--- config.mk ---
export PLATFORM = sky130hd
export DESIGN_NAME = tcr_timer2
export DESIGN_NICKNAME = d
export VERILOG_FILES = /design/src/pkg/tcr_pkg.sv /design/src/verilog/tcr_timer2.sv
export SDC_FILE = /design/constraint.sdc
export NUM_CORES = 1
export LEC_CHECK = 0
export BUFFER_PORTS_ARGS = -buffer_cell sky130_fd_sc_hd__buf_2
export CAP_MARGIN = 5
export CORE_AREA = 2 2 83 105
export CTS_BUF_LIST = sky130_fd_sc_hd__clkbuf_8 sky130_fd_sc_hd__clkbuf_16
export DETAILED_ROUTE_END_ITERATION = 8
export DIE_AREA = 0 0 85 107
export GPL_TIMING_DRIVEN = 0
export PLACE_DENSITY = 0.78
export REMOVE_ABC_BUFFERS = 1
export SYNTH_ARGS = -nofsm -noshare
export SYNTH_HDL_FRONTEND = slang
export SYNTH_SLANG_ARGS = --single-unit
--- constraint.sdc ---
create_clock -name i_ref_clk -period 4.8 [get_ports i_ref_clk]
set_clock_uncertainty 0.1 [all_clocks]
set_input_delay 0.48 -clock i_ref_clk [delete_from_list [all_inputs] [get_ports i_ref_clk]]
set_output_delay 0.48 -clock i_ref_clk [all_outputs]
set_load 0.05 [all_outputs]
--- src/pkg/tcr_pkg.sv ---
// Package: register map, field layout, reset values and state of timer 2
//
// Overview of operation
// - Overflow of the 16-bit count sets the overflow flag.
// - Counting down, count equal to capture pair also sets overflow flag.
// - Overflow flag set by hardware only while both baud selects are 0.
// - Overflow flag cleared only by software; software writing 1 sets it.
// - External flag set by trigger falling edge or up/down wrap events.
// - Hardware never clears the external flag; software write only.
// - Software set or trigger edge on external flag raises timer request.
// - Receive baud select picks timer 1 (0) or this timer (1) overflows.
// - Transmit baud select picks timer 1 (0) or this timer (1) overflows.
// - Either baud select forces baud rate generator mode.
// - Pin enable allows trigger-edge capture/reload unless in baud or up/down mode.
// - Run control starts/stops the timer; stopped count does not step, but enabled trigger edges still reload or capture/clear it.
// - Baud rate generator mode advances once every 2 clocks.
// - Timer select 0 counts at speed-select rate, 1 counts pin falls.
// - In baud mode, ignore capture select and reload on every overflow.
// - Reload mode reloads on overflow and on enabled trigger falling edge.
// - Capture mode copies count into capture pair on enabled trigger edge.
// - Capture auto-clear resets the count once captured.
// - Down count enable plus trigger level set direction in reload mode.
// - Low capture byte takes low count byte; supplies low reload byte.
// - High capture byte takes high count byte; supplies high reload byte.
// - Count readable and writable as low and high bytes, adjacent.
package tcr_pkg;

  // Register offsets on the byte-wide register port
  localparam logic [7:0] TCR_ADDR_CTRL   = 8'hC8;
  localparam logic [7:0] TCR_ADDR_MODE   = 8'hC9;
  localparam logic [7:0] TCR_ADDR_CAP_LO = 8'hCA;
  localparam logic [7:0] TCR_ADDR_CAP_HI = 8'hCB;
  localparam logic [7:0] TCR_ADDR_CNT_LO = 8'hCC;
  localparam logic [7:0] TCR_ADDR_CNT_HI = 8'hCD;

  // Field positions in timer_control
  localparam int TCR_CTL_OVF  = 7;
  localparam int TCR_CTL_EXT  = 6;
  localparam int TCR_CTL_RXS  = 5;
  localparam int TCR_CTL_TXS  = 4;
  localparam int TCR_CTL_EXEN = 3;
  localparam int TCR_CTL_RUN  = 2;
  localparam int TCR_CTL_CTS  = 1;
  localparam int TCR_CTL_CPRL = 0;

  // Field positions in timer_mode_control; other bits read zero
  localparam int         TCR_MOD_ACLR = 3;
  localparam int         TCR_MOD_DOWN_COUNT_ENABLE = 0;
  localparam logic [7:0] TCR_MOD_MASK = 8'h09;

  // Reset values
  localparam logic [7:0]  TCR_CTRL_RST = 8'h00;
  localparam logic [7:0]  TCR_MODE_RST = 8'h00;
  localparam logic [15:0] TCR_CAP_RST  = 16'h0000;
  localparam logic [15:0] TCR_CNT_RST  = 16'h0000;
  localparam logic [15:0] TCR_CNT_MAX  = 16'hFFFF;
  localparam logic [7:0]  TCR_RD_NONE  = 8'h00;

  // Timing counts in core clocks per count step, and the prescaler width
  localparam int TCR_DIV_BAUD = 2;
  localparam int TCR_DIV_SLOW = 12;
  localparam int TCR_DIV_FAST = 4;
  localparam int TCR_PRE_W    = 4;

  // Operating mode, Gray-ordered
  typedef enum logic [1:0] {
    TCR_MODE_RELOAD  = 2'b00,
    TCR_MODE_UPDOWN  = 2'b01,
    TCR_MODE_CAPTURE = 2'b11,
    TCR_MODE_BAUD    = 2'b10
  } tcr_mode_e;

  // Whole state of the block
  typedef struct packed {
    logic [7:0]           ctrl;
    logic [7:0]           mode;
    logic [15:0]          cap;
    logic [15:0]          cnt;
    logic [TCR_PRE_W-1:0] pre;
    logic                 trig_q;
    logic                 pin_q;
    logic [7:0]           rdata;
    logic                 rx_tick;
    logic                 tx_tick;
    logic                 irq;
  } tcr_state_s;

  localparam tcr_state_s TCR_STATE_RST = '{
    ctrl:    TCR_CTRL_RST,
    mode:    TCR_MODE_RST,
    cap:     TCR_CAP_RST,
    cnt:     TCR_CNT_RST,
    pre:     '0,
    trig_q:  1'b1,
    pin_q:   1'b1,
    rdata:   TCR_RD_NONE,
    rx_tick: 1'b0,
    tx_tick: 1'b0,
    irq:     1'b0
  };

endpackage

--- src/verilog/tcr_timer2.sv ---
// Timer 2 with capture, auto-reload, up/down and baud generation
//
// Strobed register access was left to the implementer.
`timescale 1ns/100ps

module tcr_timer2
  import tcr_pkg::*;
#(
  parameter int DIV_SLOW = TCR_DIV_SLOW,
  parameter int DIV_FAST = TCR_DIV_FAST
) (
  // Clock, reset, enable
  input  wire logic       i_ref_clk,
  input  wire logic       i_sys_rst,
  input  wire logic       i_clk_en,
  // Register port
  input  wire logic [7:0] i_addr,
  input  wire logic [7:0] i_wdata,
  input  wire logic       i_wr,
  input  wire logic       i_rd,
  output logic      [7:0] o_rdata,
  // Pins and neighbouring blocks
  input  wire logic       i_ext_trigger_pin,
  input  wire logic       i_event_count_pin,
  input  wire logic       i_timer_speed_sel,
  input  wire logic       i_timer1_ovf,
  // Serial time bases and interrupt request
  output logic            o_rx_baud_tick,
  output logic            o_tx_baud_tick,
  output logic            o_timer_irq
);

  // Prescaler terminal values, cut to the prescaler width
  localparam logic [TCR_PRE_W-1:0] PRE_BAUD =
    TCR_PRE_W'(TCR_DIV_BAUD - 1);
  localparam logic [TCR_PRE_W-1:0] PRE_SLOW = TCR_PRE_W'(DIV_SLOW - 1);
  localparam logic [TCR_PRE_W-1:0] PRE_FAST = TCR_PRE_W'(DIV_FAST - 1);

  tcr_state_s s_r;
  tcr_state_s s_nxt;

  logic                 baud_on;
  tcr_mode_e            mode;
  logic                 run;
  logic                 pin_mode;
  logic [TCR_PRE_W-1:0] pre_top;
  logic                 pre_hit;
  logic                 trig_fall;
  logic                 pin_fall;
  logic                 tick;
  logic                 count_up;
  logic                 ovf_up;
  logic                 udf;
  logic                 wrap;
  logic                 ext_evt;
  logic                 ovf_set;
  logic                 ext_set;
  logic                 baud_ovf;
  logic                 wr_ctrl;
  logic                 wr_mode;
  logic                 wr_cap_lo;
  logic                 wr_cap_hi;
  logic                 wr_cnt_lo;
  logic                 wr_cnt_hi;

  // Mode decode and event detection
  always_comb begin
    // Either baud select takes over the timer
    baud_on = s_r.ctrl[TCR_CTL_RXS] | s_r.ctrl[TCR_CTL_TXS];
    if (baud_on) begin
      mode = TCR_MODE_BAUD;
    end else if (s_r.ctrl[TCR_CTL_CPRL]) begin
      mode = TCR_MODE_CAPTURE;
    end else if (s_r.mode[TCR_MOD_DOWN_COUNT_ENABLE]) begin
      mode = TCR_MODE_UPDOWN;
    end else begin
      mode = TCR_MODE_RELOAD;
    end

    run = s_r.ctrl[TCR_CTL_RUN];
    // Baud mode ignores the counter/timer select
    pin_mode = s_r.ctrl[TCR_CTL_CTS] & ~baud_on;

    // Falling edges; pins are already synchronous to the core clock
    trig_fall = s_r.trig_q & ~i_ext_trigger_pin;
    pin_fall  = s_r.pin_q & ~i_event_count_pin;

    // Count step period
    if (baud_on) begin
      pre_top = PRE_BAUD;
    end else if (i_timer_speed_sel) begin
      pre_top = PRE_FAST;
    end else begin
      pre_top = PRE_SLOW;
    end
    // Compare with >= so a divider change never strands the prescaler
    pre_hit = (s_r.pre >= pre_top);

    if (!run) begin
      tick = 1'b0;
    end else if (pin_mode) begin
      tick = pin_fall;
    end else begin
      tick = pre_hit;
    end

    // Direction follows the trigger level only in up/down mode
    count_up = (mode != TCR_MODE_UPDOWN) | i_ext_trigger_pin;
    ovf_up   = tick & count_up & (s_r.cnt == TCR_CNT_MAX);
    udf      = tick & ~count_up & (s_r.cnt == s_r.cap);
    wrap     = ovf_up | udf;

    // Trigger edge acts only when enabled and not generating baud clocks or counting up/down
    ext_evt = s_r.ctrl[TCR_CTL_EXEN] & trig_fall &
              ((mode == TCR_MODE_RELOAD) ||
               (mode == TCR_MODE_CAPTURE));

    // Flag set terms
    ovf_set = wrap & ~baud_on;
    ext_set = ext_evt |
              (wrap & (mode == TCR_MODE_UPDOWN));
    baud_ovf = ovf_up & baud_on;

    // Register write decode
    wr_ctrl   = i_wr & (i_addr == TCR_ADDR_CTRL);
    wr_mode   = i_wr & (i_addr == TCR_ADDR_MODE);
    wr_cap_lo = i_wr & (i_addr == TCR_ADDR_CAP_LO);
    wr_cap_hi = i_wr & (i_addr == TCR_ADDR_CAP_HI);
    wr_cnt_lo = i_wr & (i_addr == TCR_ADDR_CNT_LO);
    wr_cnt_hi = i_wr & (i_addr == TCR_ADDR_CNT_HI);
  end

  // Next state
  always_comb begin
    s_nxt = s_r;

    // Edge history
    s_nxt.trig_q = i_ext_trigger_pin;
    s_nxt.pin_q  = i_event_count_pin;

    // Prescaler runs only while the timer runs on the core clock
    if (run && !pin_mode) begin
      if (pre_hit) begin
        s_nxt.pre = '0;
      end else begin
        s_nxt.pre = s_r.pre + 1'b1;
      end
    end

    // Count step, wrap and reload
    if (tick) begin
      if (ovf_up) begin
        if (mode == TCR_MODE_CAPTURE) begin
          s_nxt.cnt = TCR_CNT_RST;
        end else begin
          s_nxt.cnt = s_r.cap;
        end
      end else if (udf) begin
        s_nxt.cnt = TCR_CNT_MAX;
      end else if (count_up) begin
        s_nxt.cnt = s_r.cnt + 16'h0001;
      end else begin
        s_nxt.cnt = s_r.cnt - 16'h0001;
      end
    end

    // Trigger edge: capture or reload
    if (ext_evt) begin
      if (mode == TCR_MODE_CAPTURE) begin
        s_nxt.cap = s_r.cnt;
        if (s_r.mode[TCR_MOD_ACLR]) begin
          s_nxt.cnt = TCR_CNT_RST;
        end
      end else begin
        s_nxt.cnt = s_r.cap;
      end
    end

    // Software writes; a count byte write overrides the step
    if (wr_ctrl) begin
      s_nxt.ctrl = i_wdata;
    end
    if (wr_mode) begin
      s_nxt.mode = i_wdata & TCR_MOD_MASK;
    end
    // Hardware capture beats a software write to the capture pair
    if (wr_cap_lo && !(ext_evt && mode == TCR_MODE_CAPTURE)) begin
      s_nxt.cap[7:0] = i_wdata;
    end
    if (wr_cap_hi && !(ext_evt && mode == TCR_MODE_CAPTURE)) begin
      s_nxt.cap[15:8] = i_wdata;
    end
    if (wr_cnt_lo) begin
      s_nxt.cnt[7:0] = i_wdata;
    end
    if (wr_cnt_hi) begin
      s_nxt.cnt[15:8] = i_wdata;
    end

    // Hardware sets win over a software clear in the same cycle
    if (ovf_set) begin
      s_nxt.ctrl[TCR_CTL_OVF] = 1'b1;
    end
    if (ext_set) begin
      s_nxt.ctrl[TCR_CTL_EXT] = 1'b1;
    end

    // Serial time bases
    if (s_r.ctrl[TCR_CTL_RXS]) begin
      s_nxt.rx_tick = baud_ovf;
    end else begin
      s_nxt.rx_tick = i_timer1_ovf;
    end
    if (s_r.ctrl[TCR_CTL_TXS]) begin
      s_nxt.tx_tick = baud_ovf;
    end else begin
      s_nxt.tx_tick = i_timer1_ovf;
    end

    // Request follows the flags as they will be registered
    s_nxt.irq = s_nxt.ctrl[TCR_CTL_OVF] |
                s_nxt.ctrl[TCR_CTL_EXT];

    // Read data stand for one cycle only
    s_nxt.rdata = TCR_RD_NONE;
    if (i_rd) begin
      case (i_addr)
        TCR_ADDR_CTRL: begin
          s_nxt.rdata = s_r.ctrl;
        end
        TCR_ADDR_MODE: begin
          s_nxt.rdata = s_r.mode;
        end
        TCR_ADDR_CAP_LO: begin
          s_nxt.rdata = s_r.cap[7:0];
        end
        TCR_ADDR_CAP_HI: begin
          s_nxt.rdata = s_r.cap[15:8];
        end
        TCR_ADDR_CNT_LO: begin
          s_nxt.rdata = s_r.cnt[7:0];
        end
        TCR_ADDR_CNT_HI: begin
          s_nxt.rdata = s_r.cnt[15:8];
        end
        default: begin
          s_nxt.rdata = TCR_RD_NONE;
        end
      endcase
    end
  end

  // State register; the enable freezes everything
  always_ff @(posedge i_ref_clk or posedge i_sys_rst) begin
    if (i_sys_rst) begin
      s_r <= TCR_STATE_RST;
    end else if (i_clk_en) begin
      s_r <= s_nxt;
    end
  end

  // Outputs straight from the state register
  assign o_rdata        = s_r.rdata;
  assign o_rx_baud_tick = s_r.rx_tick;
  assign o_tx_baud_tick = s_r.tx_tick;
  assign o_timer_irq    = s_r.irq;

endmodule

Word level (Yosys, flattened, before mapping) --
Cells that the tools add are included.
Storage, ports and cells: register bits after elaboration 59, bits of input ports 25, memory bits (writable) 0, memories 0, latch bits 0, memory bits (read-only) 0, output and inout bits 11
Operators by class: reduce and logical (&&, ||, !) cells 17, bitwise operators 27, $add $sub $neg 3, div/mod/pow operators 0, magnitude comparators 1, $mul 0, mux-type cells 28, equal/unequal tests 11, shifts and indexed selects 0
Operator list (count):
- $mux 16 | 8
- $eq 8x8->1 const B | 6
- $mux 8 | 6
- $pmux 8 s6 | 1
- $mux 32 | 1
- $and 1x1->1 | 18
- $add 16x1->16 const B | 1
- $eq 16x16->1 | 1
- $eq 16x16->1 const B | 1
- $sub 16x1->16 const B | 1
- $mux 4 | 3
- $reduce_bool 2->1 | 4
- $mux 1 | 7
- $reduce_and 2->1 | 3
- $reduce_and 3->1 | 2
- $or 1x1->1 | 5
- $add 4x1->4 const B | 1
- $ge 4x4->1 | 1
- $logic_and 1x1->1 | 4
- $mux 2 | 2
- $not 1->1 | 4
- $eq 2x1->1 const B | 1
- $eq 2x2->1 const B | 1
- $logic_not 1->1 | 2
- 3 further kinds | 3

Depth between registers and ports, before layout --
Gate-level depths: netlist (run 1).
word-level depth 15, gate-level depth with buffers 16

Least setup slack after synthesis (run 1) --
Ideal clock, no wire load.
kind register to register, from register s_r[61] in the netlist's numbering, to register s_r[25] in the netlist's numbering, cell stages (with the launch flop) 17, required time 4.618 ns, period minus slack after synthesis 3.801 ns, data arrival time 3.619 ns, path slack 0.999 ns, buffers on the path 1, path through dfrtp_1 > nor2_1 > inv_1 > nor2_1 > ha_1 > nand2b_1 > clkbuf_1 > xnor2_1 > ha_1 > or4_4 > or3_4 > nor4_2 > a21oi_1 > or2_0 > a2111oi_2 > o21ai_1 > a31oi_1
Between the ends: longest elaborated chain between the ends 14, elaborated cells between the ends (all ways) 28, those cells by class order compare (1); eq/ne (2); mux (13); bitwise (10); reduce/logical (2)
RTL lines:
- from (decl) | RTL line tcr_timer2.sv:39 | tcr_state_s s_r;
- from (signal assigned) | RTL line tcr_timer2.sv:258 | s_r <= s_nxt;
- $or 1x1->1 * | RTL line tcr_timer2.sv:69 | baud_on = s_r.ctrl[TCR_CTL_RXS] | s_r.ctrl[TCR_CTL_TXS];
- $mux 4, or another cell as far along | RTL line tcr_timer2.sv:89 | if (baud_on) begin
- $ge 4x4->1, or another cell as far along | RTL line tcr_timer2.sv:97 | pre_hit = (s_r.pre >= pre_top);
- $mux 1 or $or 1x1->1 (tied branches) | RTL line tcr_timer2.sv:101, tcr_timer2.sv:108
- $mux 1 or $not 1->1 (tied branches) | RTL line tcr_timer2.sv:99, tcr_timer2.sv:110
- $and 1x1->1 (2 in a row) | RTL line tcr_timer2.sv:110 | udf = tick & ~count_up & (s_r.cnt == s_r.cap);
- $mux 16 | RTL line tcr_timer2.sv:158 | end else if (udf) begin
- $mux 16 | RTL line tcr_timer2.sv:152 | if (ovf_up) begin
- $mux 16 | RTL line tcr_timer2.sv:151 | if (tick) begin
- $mux 16 | RTL line tcr_timer2.sv:171 | if (s_r.mode[TCR_MOD_ACLR]) begin
- $mux 16 | RTL line tcr_timer2.sv:169 | if (mode == TCR_MODE_CAPTURE) begin
- $mux 32 * | RTL line tcr_timer2.sv:168 | if (ext_evt) begin
- $mux 8 * | RTL line tcr_timer2.sv:196 | if (wr_cnt_hi) begin
Every way passes the cells marked *; elsewhere a longest branch is shown, timed or not. The select of a mux whose other input is x is not followed. A chain may end at the register's enable or synchronous reset.

Final worst setup path (run 1) --
Same ends and word-level chain as after synthesis.

==> results of run 1 <==
==> power by group <==
part	leakage (nW)	switching, W	internal [W]
registers	0.772	0.0000967	0.000531
clock network	0.122	0.000212	0.000370
logic	1.17	0.000159	0.000112
==> metal layers <==
layer / vias up / track usage, % / share of wire [%]
met5: - / 0 / 0
met4: 0 / 24.83 / 7.0
met3: 76 / 7.390 / 9.5
met2: 352 / 51.73 / 45
met1: 2327 / 45.11 / 39
li1: 2250 / - / -
==> cell usage after synthesis (3+ instances only) <==
master / instances / area, um^2
o21ai_1: 13 / 65.06
or4_1: 3 / 22.52
a221o_1: 4 / 40.04
o22ai_1: 9 / 56.30
buf_2: 7 / 35.03
nor3_1: 24 / 120.1
inv_1: 12 / 45.04
nand2b_1: 3 / 18.77
o211ai_1: 7 / 52.55
a211o_1: 5 / 43.79
xnor2_1: 8 / 70.07
ha_1: 5 / 62.56
xor2_1: 13 / 113.9
nor2b_1: 4 / 25.02
nor2_1: 70 / 262.8
buf_6: 3 / 33.78
nor4_1: 7 / 43.79
buf_4: 8 / 60.06
or3_1: 9 / 56.30
a221oi_1: 4 / 35.03
and3_1: 10 / 62.56
a211oi_1: 7 / 52.55
nor4b_1: 3 / 26.28
nand2_1: 65 / 244.0
and2_1: 3 / 18.77
dfrtp_1: 57 / 1426
a31oi_1: 17 / 106.4
buf_1: 5 / 18.77
nand4_1: 12 / 75.07
nand3_1: 34 / 170.2
mux2i_1: 17 / 170.2
o2bb2ai_1: 10 / 87.58
o21ai_0: 17 / 85.08
clkbuf_1: 30 / 112.6
a21oi_1: 61 / 305.3
mux2_2: 12 / 135.1
==> worst paths after layout <==
| check | start | to | slack (ps) | depth (start not counted) |
|---|---|---|---|---|
| min in group i_ref_clk | i_event_count_pin | s_r[11]$_DFFE_PP1P_ | 300 | 2 |
| min | i_sys_rst | s_r[46]$_DFFE_PP0P_ | 20 | 2 |
| max in group asynchronous | i_sys_rst | s_r[11]$_DFFE_PP1P_ | 3950 | 3 |
| max reg2reg | s_r[61]$_DFFE_PP0P_ | s_r[25]$_DFFE_PP0P_ | 420 | 15 |
| min reg2reg | o_rdata[6]$_DFFE_PP0P_ | o_rdata[6]$_DFFE_PP0P_ | 390 | 1 |
| max | s_r[61]$_DFFE_PP0P_ | s_r[25]$_DFFE_PP0P_ | 420 | 15 |
==> registers in the layout, indices dropped and copies added, names as in the netlist <==
name and flops:
run 1, o_timer_irq 1, o_rdata 8, s_r 47, o_tx_baud_tick 1, o_rx_baud_tick 1
==> kinds of logic after synthesis <==
logic type,Yosys count
simple gates,263
compound gates,172
buf+inv,65
flops,59
mux,31
xor+xnor,21
fa+ha+maj,5
==> layout make-up <==
| cell class | count | area [um^2] |
|---|---|---|
| repair buffers | 38 | 210.2 |
| flip-flops and latches | 59 | 1479 |
| fillers | 699 | 3000 |
| multi-input cells | 492 | 2997 |
| well taps | 97 | 121.4 |
| inverters | 12 | 45.04 |
| clock inverters | 4 | 97.59 |
| clock buffers | 11 | 151.4 |
==> metrics by stage <==
step	utilization, %	setup slack [ps]
finish	62.97	421.5
global route	62.97	188.5
CTS	62.75	348.4
detailed placement	59.68	380.9
global placement	59.43	437.9
floorplan	-	1041
==> timing repair <==
item,in CTS,in global routing
endpoints found under the hold margin,0,0
hold buffers,0,0
resized for setup,0,1
setup endpoints to repair,0,1
==> results.txt, run 1 <==
placed cell area: 4835 um^2
Post-CTS Setup Inserts: 0
LEAKAGE: 2.061 nW
drt wl/cell: 21.77 um
status: finished clean
Synth async-reset ratio: 100.0%
CTS tree: yes
CTS H-Tree Depth: 3
Hold Fails Final Rpt: 0
Synth Area in XOR/XNOR: 3.849%
most frequent cells in the layout: nor2_1 (69), nand2_1 (65), a21oi_1 (61)
via count: 5005
largest family of logic cells by synthesized area: simple AND/OR/NAND/NOR gates
initial core utilization: 58.98%
crit path max fanout: 15
Placed Cells: 696
final hold slack: 15.58 ps
CP Data Arrival Time: 4560 ps
I/O pin count: 36
max frequency: 228.4 MHz
startpoint class of the critical path: register
CP peak stage delay: 450 ps
Worst-Skew Late Latency: 360 ps
die width: 85 um
Final #Nets: 642
netlist area before placement: 4778 um^2
initial antenna violation count: 0
first-pass GRT wire length: 24450 um
max_slew headroom: 5.857%
Synth Instances: 616
detailed placement HPWL: 10720 um
CP cell instances: nor2_2 -> inv_1 -> nor2_1 -> ha_1 -> nand2b_1 -> xnor2_1 -> ha_1 -> or4_4 -> or3_4 -> nor4_2 -> a21oi_1 -> or2_0 -> a2111oi_2 -> o21ai_1 -> a31oi_1
most numerous cell on the critical path: ha_1
CTS Buffer Depth: 2
# clock sinks: 59
Post-synth EDFFs: 0
Max Slew Vio Count: 0
clk slew on worst S/H paths: 70 ps
routability congestion estimate: 0.9601
fin crit share: 91.22%
Seq/Total Area, Yosys: 30.95%
DR pass1 iterations: 6
drt first-iter violations: 708
Setup violations, final: 0
share of layout cells above drive strength 1: 12.99%
CP max-delay cell: or4_4
Fin Setup TNS: 0 ps
Netlist cell types: 66
residual DRC count: 0
crit path time final: 4379 ps
endpoint class of the critical path: register
Max IR drop VDD: 0.0002053 V
number of port buffers: 35
largest net degree at the start of global routing: 42
CP Class: reg -> reg
yosys warns: 0
ant diodes: 0
worst-margin pin slew: 1399 ps
gr ovfl total: 0
Synth Area in Compound Gates: 22.83%
crit-path leading delay family: simple AND/OR/NAND/NOR gates
Post-Synth Simple-Gate Area: 27.34%
Worst Hold Class: in -> async
Req. time, crit path: 4980 ps
syn avg cell area: 7.757 um^2
num rows: 37
MaxCap Viol Count: 0
CP Buf/Inv Count: 1
commonest non-fill, non-tap cell in the layout: nor2_1
Via density: 7.020
core area: 8102 um^2
flops & latches, synth: 59
multiplexer share of the synthesized area: 7.332%
Die H: 107 um
Routed WL: 15520 um
vias in the first global route: 4557
Global Route Usage Sum: 34.99%
RSZ-0062 raised after global routing: false
DRT antenna net count: 0
Power Total: 0.001482 W
CTS Buf Count: 9
final instance area: 5101 um^2
CTS root buf: clkbuf_8
Top FF cell, synth: dfrtp_1
Final Non-Filler Cells: 713
synthesis-to-layout area growth: 6.756%
Die ar.: 9095 um^2
P per Cell Area: 290.5 nW/um^2
Post-Synth Adder-Cell Area: 1.309%
Power figures use the tool's default switching activity.
==> inputs of run 2 (changes only) <==
- CORE_AREA: 2 2 83 105 -> 2 2 86 109
- DIE_AREA: 0 0 85 107 -> 0 0 88 111
- PLACE_DENSITY: 0.78 -> 0.74
- clock period: 4.8 -> 4.4 ns (I/O delays scaled with it)
==> run 2 against run 1 <==
Utilization down 4.6 points. Largest power group unchanged. Largest cell class unchanged. Power increased by 8.6%. Critical endpoint unchanged. Non-clock buffer count unchanged.
==> results.txt, run 2 (same netlist as run 1, synthesis figures left out) <==
CP Class: reg -> reg
DRT antenna net count: 0
max frequency: 242.9 MHz
reg2reg start: s_r[61]$_DFFE_PP0P_
synthesis-to-layout area growth: 7.934%
CTS tree: yes
status: finished clean
P per Cell Area: 312.0 nW/um^2
Die H: 111 um
num rows: 39
worst reg2reg path depth: 15
flip-flop count of the largest register, all copies and words added: 47
detailed placement HPWL: 11420 um
P_int: 0.001090 W
Worst-Skew Late Latency: 320 ps
Switch Pwr: 0.0005194 W
# clock sinks: 59
Net Sw Frac: 32.28%
startpoint class of the critical path: register
Comb pwr share: 18.5%
Req. time, crit path: 4550 ps
Seq pwr share: 42.7%
Clk network pwr share: 38.8%
commonest non-fill, non-tap cell in the layout: nor2_1
Hold Fails Final Rpt: 0
share of layout cells above drive strength 1: 12.97%
crit path time final: 4116 ps
CTS H-Tree Depth: 3
LEAKAGE: 2.088 nW
most frequent cells in the layout: nor2_1 (69), nand2_1 (65), a21oi_1 (61)
CTS Buf Count: 9
routability congestion estimate: 0.9862
CTS root buf: clkbuf_16
Setup violations, final: 0
MaxCap Viol Count: 0
first-pass GRT wire length: 25260 um
initial core utilization: 54.10%
via count: 4989
max_slew headroom: 10.39%
ant diodes: 0
Global Route Usage Sum: 34.25%
fin crit share: 93.55%
largest net degree at the start of global routing: 43
Worst Hold Class: in -> async
final hold slack: 4.352 ps
Die ar.: 9768 um^2
clk slew on worst S/H paths: 50 ps
Final #Nets: 642
CTS Hold Bufs: 0
Final Non-Filler Cells: 740
gr ovfl total: 0
worst-margin pin slew: 1344 ps
FF-to-FF End: s_r[25]$_DFFE_PP0P_
crit path max fanout: 15
CP Data Arrival Time: 4260 ps
number of port buffers: 35
flop2flop setup slack: 280 ps
initial antenna violation count: 0
RSZ-0062 raised after global routing: false
DR pass1 iterations: 6
Placed Cells: 724
Largest Register: s_r
I/O pin count: 36
Via density: 6.742
endpoint class of the critical path: register
core area: 8832 um^2
Max Slew Vio Count: 0
vias in the first global route: 4630
die width: 88 um
CTS Buffer Depth: 2
residual DRC count: 0
Max IR drop VDD: 0.0003007 V
drt wl/cell: 21.91 um
drt first-iter violations: 625
Routed WL: 16220 um
## run 2: worst max path at each step
stage / slack (ps) / end / depth (start not counted) / from
after detailed placement: -110 / s_r[25]$_DFFE_PP0P_ / 15 / s_r[61]$_DFFE_PP0P_
after global placement: 20 / s_r[25]$_DFFE_PP0P_ / 15 / s_r[61]$_DFFE_PP0P_
after global routing: 100 / s_r[25]$_DFFE_PP0P_ / 15 / s_r[61]$_DFFE_PP0P_
after CTS: 50 / s_r[25]$_DFFE_PP0P_ / 15 / s_r[61]$_DFFE_PP0P_
after floorplan: 640 / s_r[25]$_DFFE_PP0P_ / 15 / s_r[61]$_DFFE_PP0P_
final: 280 / s_r[25]$_DFFE_PP0P_ / 15 / s_r[61]$_DFFE_PP0P_
## run 2: final cells by class
class	instances	area (um^2)
Sequential cell	59	1479
Timing Repair Buffer	38	207.7
Tap cell	123	153.9
Clock inverter	6	26.28
Inverter	12	45.04
Multi-Input combinational cell	492	3007
Fill cell	802	3675
Clock buffer	10	239.0
## run 2: critical path: stages, from the launching register on
cell       delay (ps)
dfrtp_1           450
nor2_4            250
inv_1             120
nor2_1            120
ha_1              280
nand2b_2          260
xnor2_1           200
ha_1              250
or4_4             450
or3_4             380
nor4_2            150
a21oi_1           120
or2_0             260
a2111oi_2         390
o21ai_1           100
a31oi_1           160
## run 2: timing repair
item	CTS	global route
pin swaps	0	0
buffers inserted	0	0
endpoints found under the setup margin	2	4
resized for setup	1	3
## run 2: per-layer routing
| metal | track usage, % | share of wire (%) |
|---|---|---|
| met2 | 53.84 | 47 |
| met3 | 5.585 | 8.7 |
| met1 | 44.66 | 39 |
| met5 | 0 | 0 |
| met4 | 17.95 | 5.4 |
## run 2: power by group through the flow
stage	Clock [W]	Sequential (W)	Combinational (W)
after floorplan	0	0.000658	0.000202
after global placement	0	0.000691	0.000281
after detailed placement	0	0.000690	0.000291
after CTS	0.000638	0.000681	0.000292
after global routing	0.000664	0.000691	0.000326
final	0.000624	0.000688	0.000297
## run 2: stage by stage
| step | setup TNS [ps] | total power (W) | instance area, um^2 | worst slack (ps) | utilization [%] |
|---|---|---|---|---|---|
| after floorplan | 0 | 0.0008609 | 4518 | 641.4 | - |
| after global placement | 0 | 0.0009720 | 4847 | 17.69 | 54.88 |
| after detailed placement | -105.5 | 0.0009810 | 4880 | -105.5 | 55.25 |
| after CTS | 0 | 0.001611 | 5147 | 47.25 | 58.28 |
| after global routing | 0 | 0.001681 | 5157 | 104.6 | 58.39 |
| final | 0 | 0.001609 | 5157 | 283.6 | 58.39 |
==> inputs of run 3 (changes only) <==
- BUFFER_PORTS_ARGS: -buffer_cell sky130_fd_sc_hd__buf_2 -> -buffer_cell sky130_fd_sc_hd__clkbuf_2
==> run 3 against run 2 <==
Power is 5.6% higher. Non-clock buffer count stayed put. Count of clock-buffer cells in the layout stayed put. Sequential power hardly changed. Critical endpoint unchanged. Utilization is 0.41 points higher. Critical path type unchanged. Clock power is 14% higher. Die area stayed put. Largest cell class unchanged. Register-to-register slack worse by 20 ps. Fmax is 0.46% lower. Sequential share of layout area is 0.20 points lower. Hold slack better by 5.9 ps.
==> results.txt, run 3 (same netlist as run 1, synthesis figures left out) <==
endpoint class of the critical path: register
MaxCap Viol Count: 0
CP Data Arrival Time: 4290 ps
detailed placement HPWL: 11460 um
Max Slew Vio Count: 0
most numerous cell on the critical path: ha_1
LEAKAGE: 2.090 nW
Comb pwr share: 17.5%
max_slew headroom: 7.458%
max frequency: 241.8 MHz
CTS Buffer Depth: 2
core area: 8832 um^2
commonest non-fill, non-tap cell in the layout: nor2_1
via count: 5030
CTS root buf: clkbuf_16
Routed WL: 16400 um
P per Cell Area: 327.1 nW/um^2
Setup violations, final: 0
share of layout cells above drive strength 1: 13.29%
crit path max fanout: 15
largest net degree at the start of global routing: 40
Global Route Usage Sum: 35.01%
CP Class: reg -> reg
final instance area: 5194 um^2
crit path launch: s_r[61]$_DFFE_PP0P_
clk slew on worst S/H paths: 60 ps
CP cell instances: nor2_4 -> inv_1 -> nor2_1 -> ha_1 -> nand2b_2 -> xnor2_1 -> ha_1 -> or4_4 -> or3_4 -> nor4_2 -> a21oi_1 -> or2_0 -> a2111oi_2 -> o21ai_1 -> a31oi_1
most frequent cells in the layout: nor2_1 (69), nand2_1 (65), a21oi_1 (61)
crit path time final: 4135 ps
number of port buffers: 35
Req. time, crit path: 4550 ps
residual DRC count: 0
Hold Fails Final Rpt: 0
placed cell area: 4872 um^2
drt wl/cell: 22.16 um
DR pass1 iterations: 6
initial antenna violation count: 0
Post-CTS Setup Inserts: 0
worst-margin pin slew: 1388 ps
CTS Buf Count: 9
P_int: 0.001156 W
Seq pwr share: 40.6%
Die ar.: 9768 um^2
routability congestion estimate: 1.022
CTS tree: yes
synthesis-to-layout area growth: 8.693%
first-pass GRT wire length: 25900 um
reg2reg start: s_r[61]$_DFFE_PP0P_
Net Sw Frac: 31.96%
Worst Hold Class: in -> async
flop2flop setup slack: 260 ps
status: finished clean
fin crit share: 93.99%
Power Total: 0.001699 W
final hold slack: 10.23 ps
Largest Register: s_r
flip-flop count of the largest register, all copies and words added: 47
CP max-delay cell: dfrtp_1
I/O pin count: 36
startpoint class of the critical path: register
gr ovfl total: 0
Worst-Skew Late Latency: 330 ps
vias in the first global route: 4705
initial core utilization: 54.10%
num rows: 39
# clock sinks: 59
Via density: 6.797
FILL cells: 806
die width: 88 um
Switch Pwr: 0.0005430 W
CP peak stage delay: 460 ps
drt first-iter violations: 531
Fin Setup TNS: 0 ps
Max IR drop VDD: 0.0002838 V
Final #Nets: 642
Die H: 111 um
CTS H-Tree Depth: 3
ant diodes: 0
Clk network pwr share: 41.9%
DRT antenna net count: 0
## run 3: cell types whose count changed in the layout (fill, tap and decap cells not counted)
cell        before  now
clkinv_2         3    2
clkinv_4         0    2
nor2b_2          1    0
clkinvlp_4       0    1
buf_2           36    1
inv_1           14   11
bufinv_16        0    1
clkbuf_2         0   35
nor2b_1          3    4
## run 3: final cells by class
type	instances	area (um^2)	area share [%]
inverters	12	45.04	0.8673
clock inverters	6	65.06	1.253
clock buffers	10	239.0	4.601
flip-flops and latches	59	1479	28.48
repair buffers	38	207.7	3.999
well taps	123	153.9	2.963
multi-input cells	492	3004	57.84
## run 3: power groups by stage
| stage | sequential [W] | combinational [W] | clock [W] |
|---|---|---|---|
| global route | 0.000694 | 0.000327 | 0.000741 |
| floorplan | 0.000658 | 0.000202 | 0 |
| CTS | 0.000683 | 0.000292 | 0.000718 |
| finish | 0.000690 | 0.000297 | 0.000713 |
| detailed placement | 0.000692 | 0.000290 | 0 |
| global placement | 0.000690 | 0.000282 | 0 |
## run 3: worst max-delay path, delay by kind of cell, from the launching register on
kind	cells	cell delay, ps
xor gates and xnor gates	1	200
and+or+nand+nor	7	1850
AOI/OAI and AO/OA	4	780
DFF	1	460
buffers and inverters	1	130
adders and majority gates	2	530
## run 3: what timing repair did
| action | in CTS | in global routing |
|---|---|---|
| hold endpoints to repair | 0 | 0 |
| endpoints found under the setup margin | 1 | 4 |
| resized for setup | 1 | 2 |
| hold buffers | 0 | 0 |
## run 3: path summary, 6_finish.rpt
kind,to,cells past startpoint
hold reg to reg,o_rdata[0]$_DFFE_PP0P_,1
setup reg to reg,s_r[25]$_DFFE_PP0P_,15
max in group asynchronous,s_r[11]$_DFFE_PP1P_,3
min in group i_ref_clk,s_r[11]$_DFFE_PP1P_,2
hold / removal,s_r[31]$_DFFE_PP0P_,2
setup / recovery,s_r[25]$_DFFE_PP0P_,15
## run 3: routing by layer
metal  up-vias  GRT usage [%]  wire length [um]
met3        68          5.957              1328
met4         0          18.26               956
met5         -              0                 0
met2       289          54.29              7701
met1      2418          46.28              6412
li1       2255              -                 -
## run 3: metrics by stage
stage	cells	util [%]	setup slack (ps)
after global routing	740	58.80	-16.30
after floorplan	563	-	641.4
final	740	58.80	264.6
after global placement	721	54.88	23.60
after CTS	739	58.63	65.81
after detailed placement	723	55.16	-82.17
